[src/core/beam_diag_pkg.sv]
// constants and types for the beam diagnostic mode controller
package beam_diag_pkg;
   localparam int unsigned CLK_HZ = 100_000_000; // core clock rate
   localparam int unsigned TICK_CYC = CLK_HZ / 1000; // cycles per millisecond tick
   localparam int unsigned DEBOUNCE_MS = 20; // button must be stable this long
   localparam int unsigned LONG_MS = 13_000; // diag toggle hold time
   localparam int unsigned MODE_MS = 2_000; // mode change hold, and short press limit
   localparam int unsigned BLINK_MS = 250; // half period of flashing
   localparam logic [13:0] MS_MAX = 14'h3FFF; // saturation of the press timer

   typedef enum logic [1:0] {
      NORMAL_RUN,
      MANUAL_ALIGN,
      ADJUST_ALIGN
   } op_mode_e;

   // three mode indicators driven as a group
   typedef struct packed {
      logic normal_run_mode;
      logic manual_align_mode;
      logic adjust_align_mode;
   } mode_ind_s;
endpackage : beam_diag_pkg

[src/core/beam_diag_mode_controller.sv]
// mode controller with diagnostic latch of beam interruptions
`timescale 1ns/1ps
`default_nettype none
module beam_diag_mode_controller #(
   parameter int unsigned TICK_CYC = beam_diag_pkg::TICK_CYC // shorten in simulation
) (
   input wire logic core_clk_i, // 100 MHz clock
   input wire logic rst_i, // synchronous reset, active high
   input wire logic button_i, // mode button, high while pressed
   input wire logic beam_ok_i, // receive level above switch-off threshold
   input wire logic peer_manual_i, // peer reports it is in manual mode
   input wire logic peer_press_i, // peer button press pulse
   output var beam_diag_pkg::mode_ind_s ind_o, // mode indicators, high is lit
   output logic diag_o, // diagnostic mode active
   output logic press_to_peer_o, // short press in manual/adjust, for peer
   output logic link_ok_o // data path enable, same as normal mode except held off in adjust
);
   localparam int unsigned DB_MS = beam_diag_pkg::DEBOUNCE_MS;
   localparam int unsigned LG_MS = beam_diag_pkg::LONG_MS;
   localparam int unsigned MD_MS = beam_diag_pkg::MODE_MS;
   localparam int unsigned BK_MS = beam_diag_pkg::BLINK_MS;

   logic [16:0] tick_cnt_r; // divider to millisecond tick
   logic tick; // one cycle every millisecond
   logic [4:0] db_cnt_r; // debounce ms counter
   logic btn_r; // debounced button level
   logic btn_d_r; // previous debounced level
   logic [13:0] hold_r; // ms the button has been held
   logic [7:0] blink_cnt_r; // blink half-period counter
   logic blink_r; // flashing phase
   beam_diag_pkg::op_mode_e mode_r; // current operating mode
   beam_diag_pkg::op_mode_e mode_nxt;
   logic diag_r; // diagnostic mode active
   logic diag_nxt;
   logic latch_r; // beam interruption latched
   logic release_ev; // debounced release seen
   logic short_rel; // release of a short press
   logic long_rel; // release after more than 13 s
   logic mid_rel; // release after 2 s up to 13 s
   logic press_ev; // debounced press seen

   // free running millisecond tick
   assign tick = (tick_cnt_r == 17'(TICK_CYC - 1));
   always_ff @(posedge core_clk_i) begin
      if (rst_i || tick) tick_cnt_r <= 17'h00000;
      else tick_cnt_r <= tick_cnt_r + 17'h00001;
   end

   // debounce: accept a new level only after it stays for DB_MS ticks
   always_ff @(posedge core_clk_i) begin
      if (rst_i) begin
         db_cnt_r <= 5'h00;
         btn_r <= 1'b0;
      end else if (button_i == btn_r) begin
         db_cnt_r <= 5'h00;
      end else if (tick) begin
         if (db_cnt_r == 5'(DB_MS - 1)) begin
            btn_r <= button_i;
            db_cnt_r <= 5'h00;
         end else begin
            db_cnt_r <= db_cnt_r + 5'h01;
         end
      end
   end

   // press duration in ms, held after release so the release edge can classify it
   always_ff @(posedge core_clk_i) begin
      if (rst_i) begin
         btn_d_r <= 1'b0;
         hold_r <= 14'h0000;
      end else begin
         btn_d_r <= btn_r;
         if (press_ev) hold_r <= 14'h0000;
         else if (btn_r && tick && hold_r != beam_diag_pkg::MS_MAX) hold_r <= hold_r + 14'h0001;
      end
   end

   assign press_ev = btn_r && !btn_d_r;
   assign release_ev = !btn_r && btn_d_r;
   assign short_rel = release_ev && (hold_r < 14'(MD_MS));
   assign long_rel = release_ev && (hold_r > 14'(LG_MS));
   assign mid_rel = release_ev && (hold_r > 14'(MD_MS)) && (hold_r <= 14'(LG_MS));

   // mode and diagnostic decisions act on a release or on a peer press pulse; holding the button alone never changes them
   always_comb begin
      mode_nxt = mode_r;
      diag_nxt = diag_r;
      if (diag_r) begin
         if (long_rel) diag_nxt = 1'b0;
      end else begin
         unique case (mode_r)
            beam_diag_pkg::NORMAL_RUN: begin
               if (long_rel) diag_nxt = 1'b1;
               else if (mid_rel) mode_nxt = beam_diag_pkg::MANUAL_ALIGN;
            end
            beam_diag_pkg::MANUAL_ALIGN: begin
               // both ends must be manual before adjust is taken
               if ((short_rel || peer_press_i) && peer_manual_i)
                  mode_nxt = beam_diag_pkg::ADJUST_ALIGN;
               else if (mid_rel || long_rel) mode_nxt = beam_diag_pkg::NORMAL_RUN;
            end
            beam_diag_pkg::ADJUST_ALIGN: begin
               if (short_rel || peer_press_i) mode_nxt = beam_diag_pkg::MANUAL_ALIGN;
            end
            // the fourth code is never entered; recover to normal run if upset
            default: mode_nxt = beam_diag_pkg::NORMAL_RUN;
         endcase
      end
   end

   // mode registers; diag only flips locally, nothing is sent to the peer
   always_ff @(posedge core_clk_i) begin
      if (rst_i) begin
         mode_r <= beam_diag_pkg::NORMAL_RUN;
         diag_r <= 1'b0;
      end else begin
         mode_r <= mode_nxt;
         diag_r <= diag_nxt;
      end
   end

   // interruption latch: loss sets it, a short press clears it; loss wins a tie
   always_ff @(posedge core_clk_i) begin
      if (rst_i || !diag_r) latch_r <= 1'b0;
      else if (!beam_ok_i) latch_r <= 1'b1;
      else if (short_rel) latch_r <= 1'b0;
   end

   // blink phase generator from the millisecond tick
   always_ff @(posedge core_clk_i) begin
      if (rst_i) begin
         blink_cnt_r <= 8'h00;
         blink_r <= 1'b0;
      end else if (tick) begin
         if (blink_cnt_r == 8'(BK_MS - 1)) begin
            blink_cnt_r <= 8'h00;
            blink_r <= !blink_r;
         end else begin
            blink_cnt_r <= blink_cnt_r + 8'h01;
         end
      end
   end

   // indicator drive, registered
   always_ff @(posedge core_clk_i) begin
      if (rst_i) begin
         ind_o <= '0;
      end else if (diag_r) begin
         ind_o <= latch_r ? {3{blink_r}} : 3'h7;
      end else begin
         ind_o.normal_run_mode <= (mode_r == beam_diag_pkg::NORMAL_RUN);
         ind_o.manual_align_mode <= (mode_r == beam_diag_pkg::MANUAL_ALIGN);
         // adjust lamp flashes while the beam is missing
         ind_o.adjust_align_mode <= (mode_r == beam_diag_pkg::ADJUST_ALIGN)
            && (beam_ok_i || blink_r);
      end
   end

   // data path follows normal thresholds in diag; adjust separates the data path
   always_ff @(posedge core_clk_i) begin
      if (rst_i) begin
         diag_o <= 1'b0;
         link_ok_o <= 1'b0;
         press_to_peer_o <= 1'b0;
      end else begin
         diag_o <= diag_r;
         link_ok_o <= beam_ok_i && (diag_r || mode_r != beam_diag_pkg::ADJUST_ALIGN);
         press_to_peer_o <= short_rel && !diag_r && (mode_r != beam_diag_pkg::NORMAL_RUN);
      end
   end

   property p_diag_entry;
      @(posedge core_clk_i) disable iff (rst_i)
      (!diag_r && mode_r == beam_diag_pkg::NORMAL_RUN && long_rel) |=> diag_r;
   endproperty
   a_diag_entry: assert property (p_diag_entry) else $error("diag not entered");

   property p_steady;
      @(posedge core_clk_i) disable iff (rst_i)
      (diag_r && !latch_r) |=> ind_o == 3'h7;
   endproperty
   a_steady: assert property (p_steady) else $error("indicators not steady");

   property p_loss_latch;
      @(posedge core_clk_i) disable iff (rst_i)
      (diag_r && !beam_ok_i && !long_rel) |=> latch_r;
   endproperty
   a_loss_latch: assert property (p_loss_latch) else $error("loss not latched");

   property p_hold_latch;
      @(posedge core_clk_i) disable iff (rst_i)
      (latch_r && diag_r && !short_rel && !long_rel) |=> latch_r;
   endproperty
   a_hold_latch: assert property (p_hold_latch) else $error("latch dropped");

   property p_ack;
      @(posedge core_clk_i) disable iff (rst_i)
      (latch_r && short_rel && beam_ok_i) |=> (!latch_r && diag_r) ##1 ind_o == 3'h7;
   endproperty
   a_ack: assert property (p_ack) else $error("acknowledge failed");

   property p_exit;
      @(posedge core_clk_i) disable iff (rst_i)
      (diag_r && !long_rel) |=> diag_r;
   endproperty
   a_exit: assert property (p_exit) else $error("diag left without long press");

   property p_link;
      @(posedge core_clk_i) disable iff (rst_i)
      diag_r |=> link_ok_o == $past(beam_ok_i);
   endproperty
   a_link: assert property (p_link) else $error("data path altered");

   property p_short;
      @(posedge core_clk_i) disable iff (rst_i)
      short_rel |-> !long_rel && !mid_rel;
   endproperty
   a_short: assert property (p_short) else $error("press class overlap");

   // debounced level may only move at the end of a full debounce count,
   // so a bouncing contact can never classify a press on its own
   property p_debounce;
      @(posedge core_clk_i) disable iff (rst_i)
      (!$past(rst_i) && $changed(btn_r)) |-> $past(tick) && ($past(db_cnt_r) == 5'(DB_MS - 1));
   endproperty
   a_debounce: assert property (p_debounce) else $error("button level taken early");
endmodule : beam_diag_mode_controller
`default_nettype wire

[config.mk]
export PLATFORM = sky130hd
export DESIGN_NAME = beam_diag_mode_controller
export DESIGN_NICKNAME = d
export VERILOG_FILES = /design/src/core/beam_diag_pkg.sv /design/src/core/beam_diag_mode_controller.sv
export SDC_FILE = /design/constraint.sdc
export NUM_CORES = 1
export LEC_CHECK = 0
export ABC_CLOCK_PERIOD_IN_PS = 3200
export BUFFER_PORTS_ARGS = -buffer_cell sky130_fd_sc_hd__buf_2
export CORE_UTILIZATION = 61
export DETAILED_ROUTE_END_ITERATION = 16
export GPL_ROUTABILITY_DRIVEN = 0
export PLACE_DENSITY = 0.87
export SLEW_MARGIN = 20
export SYNTH_ARGS = -nofsm -noshare
export SYNTH_HDL_FRONTEND = slang
export SYNTH_SLANG_ARGS = --single-unit
[constraint.sdc]
create_clock -name core_clk_i -period 3.2 [get_ports core_clk_i]
set_input_delay 0.16 -clock core_clk_i [delete_from_list [all_inputs] [get_ports core_clk_i]]
set_output_delay 0.16 -clock core_clk_i [all_outputs]
set_load 0.1 [all_outputs]
==> impl_metrics.tcl <==
set metrics [dict create \
    period_share 0.7036 \
    hold_start "beam_ok_i" \
    port_buffers 11 \
    finClkSkew_ps 11.09 \
    route.vias.total 2195 \
    crit_type "flip-flop to flip-flop" \
    synth_top_area_share 0.4209 \
    met3_length_um 222 \
    worst_pin_slew_ps 592.4 \
    syn_nets 327 \
    setup_viol_count_final 0 \
    power_mw 1.312 \
    cts_tree "built" \
    p_leak_nw 1.037 \
    initial_core_util 0.6543 \
    ys_seq_area_frac 0.4209 \
    fin_ws_ps 948.4 \
    period_needed_ps 2252 \
    ir_drop_uv 374.0 \
    startpoint "tick_cnt_r[11]" \
    highest_layer "met4" \
    finalHoldViolations 0 \
    synth-main-ff-cell "dfxtp_1" \
    postLayoutCoreUtil 0.7107 \
    postSynthCellCount 315 \
    netSwitchingFraction 0.2164 \
    finalSetupTns_ps 0 \
    grt_pass1_vias 1977 \
    cts_setup_buffers 0 \
    first_pass_iters 4 \
    rows 23 \
    clk_pin_slew_worst_paths_ps 60 \
    cp_slowest_stage_delay_ps 550 \
    crit_chain "or4b_4 -> nor4_4 -> o211ai_4 -> or4_1 -> a21oi_1" \
    clk_latency_ps 340 \
    syn2layout_area_growth_pct 8.629 \
    antenna_left 0 \
    cp.arrival_ps 2520 \
    grt_max_degree 18 \
    hold_slack_ps 37.59 \
    status "complete, no violations" \
    end_kind "flip-flop" \
    grt_first_pass_wirelength_um 8245 \
    synth.area.top_cells "dfxtp_1 (42%), nor2_1 (6.2%), xor2_1 (5.5%)" \
    seqPwrFrac 0.547 \
    dp.cells 367 \
    postPlaceCellArea_mm2 0.002789 \
    mostFrequentLayoutCell "dfxtp_1" \
    n_antenna_cell 0 \
    switching_power_uw 283.8 \
    final_cell_count_no_fill 379 \
    netlist_area_mm2 0.002711 \
    synth_seq_cells 57 \
    postSynthAreaPerCell_um2 8.607 \
    initialDrtViolationCount 114 \
    yosys_warnings 0 \
    p_per_area_mw_per_mm2 445.3 \
    die_area_mm2 0.004716 \
    antenna_found_initial 0 \
    startpoint_type "flip-flop" \
    wl_um 4993 \
    cts_max_path_buffers 2 \
    synth_edf_count 0 \
    drc 0 \
    avgViaCountPerCell 5.792 \
    io_pins 12 \
    cp_data_required_time_ps 3470 \
    slew_violations 0 \
    yosysTopAreaCell "dfxtp_1" \
    routedWlPerCell_um 13.17 \
    relSlewSlack 0.6014 \
    final_area_mm2 0.002945 \
    cp_max_fo 10 \
    fp.dieW_um 68.67 \
    drive_above_1_share 0.1033 \
    hold_buffers 0 \
    fmax_ghz 0.4441 \
    cp_num_buf_inv 0 \
    final_cell_mix "dfxtp_1 (57), nor2_1 (45), nand2_1 (24)" \
    met2_length_um 2393 \
    gr-usage-all-layers 0.2446 \
    wl_met1_um 2329 \
    yosysUniqueCellTypes 47 \
    p_int_mw 1.028 \
    rsz0062_at_grt "no" \
    clock-root-buffer "clkbuf_8" \
    async_flop_share 0 \
    r2r_start "tick_cnt_r[11]" \
    nets 340 \
    maxCapViolCount 0 \
    hold_path.class "primary input to flip-flop" \
    numClockSinks 57 \
    ctsResizeCount 0 \
    core_mm2 0.004144 \
    die_y_um 68.67 \
    overflow 0 \
    critPathTopFamily "simple AND/OR/NAND/NOR gates" \
    numCtsBuffers 9 \
    place_ws_ps 947.8 \
    n_fill_cell 339 \
    clkPwrFrac 0.423 \
    dp_hpwl_um 3485 \
    power_frac_comb 0.030 \
    cp_slowest_cell "or4b_4" \
    cts_max_level 3 \
]
-- power groups by stage --
stage / clock network, mW / logic (mW) / registers (mW)
global placement: 0 / 0.0387 / 0.733
CTS: 0.572 / 0.0391 / 0.717
detailed placement: 0 / 0.0391 / 0.733
floorplan: 0 / 0.0194 / 0.743
finish: 0.555 / 0.0389 / 0.717
global route: 0.605 / 0.0430 / 0.718
-- cells by family (layout without fill, tap and decap cells) --
logic type / count (synthesis) / in the layout / synth area share
muxes: 3 / 3 / 0.01108
AOI/OAI and AO/OA: 55 / 55 / 0.1311
adders and majority gates: 6 / 6 / 0.02769
xor gates and xnor gates: 28 / 28 / 0.09045
buffers and inverters: 22 / 36 / 0.03415
DFF: 57 / 57 / 0.4209
and+or+nand+nor: 144 / 144 / 0.2847
-- synth_stat cells (all sizes together) (3+ instances only) --
cell,count
dfxtp,57
nor2,45
nand2,24
a21oi,20
xor2,17
o21ai,16
or3,16
nand4,13
inv,12
xnor2,11
nand3,10
clkbuf,7
ha,6
nor2b,5
and3,4
nor3,4
nor4,4
a31oi,3
buf,3
mux2i,3
-- cell type report --
| class | count | area (um^2) | area share |
|---|---|---|---|
| clock buffer | 11 | 151.4 | 0.05140 |
| clock inverter | 1 | 5.005 | 0.001699 |
| multi-input combinational | 236 | 1478 | 0.5017 |
| timing repair buffer | 12 | 62.56 | 0.02124 |
| sequential | 57 | 1141 | 0.3874 |
| inverter | 12 | 45.04 | 0.01529 |
| tap | 50 | 62.56 | 0.02124 |
-- worst register-to-register path, cell delays in order, from the launching register on --
cell      delay [ps]
dfxtp_1          330
or4b_4           550
nor4_4           450
o211ai_4         200
or4_1            500
a21oi_1          150
-- registers in the layout (all words and copies together), names as in the netlist --
| name | flops |
|---|---|
| btn_d_r | 1 |
| latch_r | 1 |
| blink_cnt_r | 8 |
| diag_o | 1 |
| hold_r | 14 |
| ind_o | 3 |
| link_ok_o | 1 |
| mode_r | 2 |
| tick_cnt_r | 17 |
| btn_r | 1 |
| diag_r | 1 |
| db_cnt_r | 5 |
| blink_r | 1 |
| press_to_peer_o | 1 |
-- final timing paths --
kind / end / slack [ps] / cells past startpoint
worst max-delay path: hold_r[5] / 950 / 5
worst min-delay path: latch_r / 40 / 2
worst max register to register: hold_r[5] / 950 / 5
worst min register to register: tick_cnt_r[0] / 450 / 1
-- layer usage --
layer  up-vias  track usage
li1       1133            -
met4         0      0.09635
met5         -            0
met1      1017       0.2688
met2        39       0.4142
met3         6       0.1036
Power figures use the tool's default switching activity.
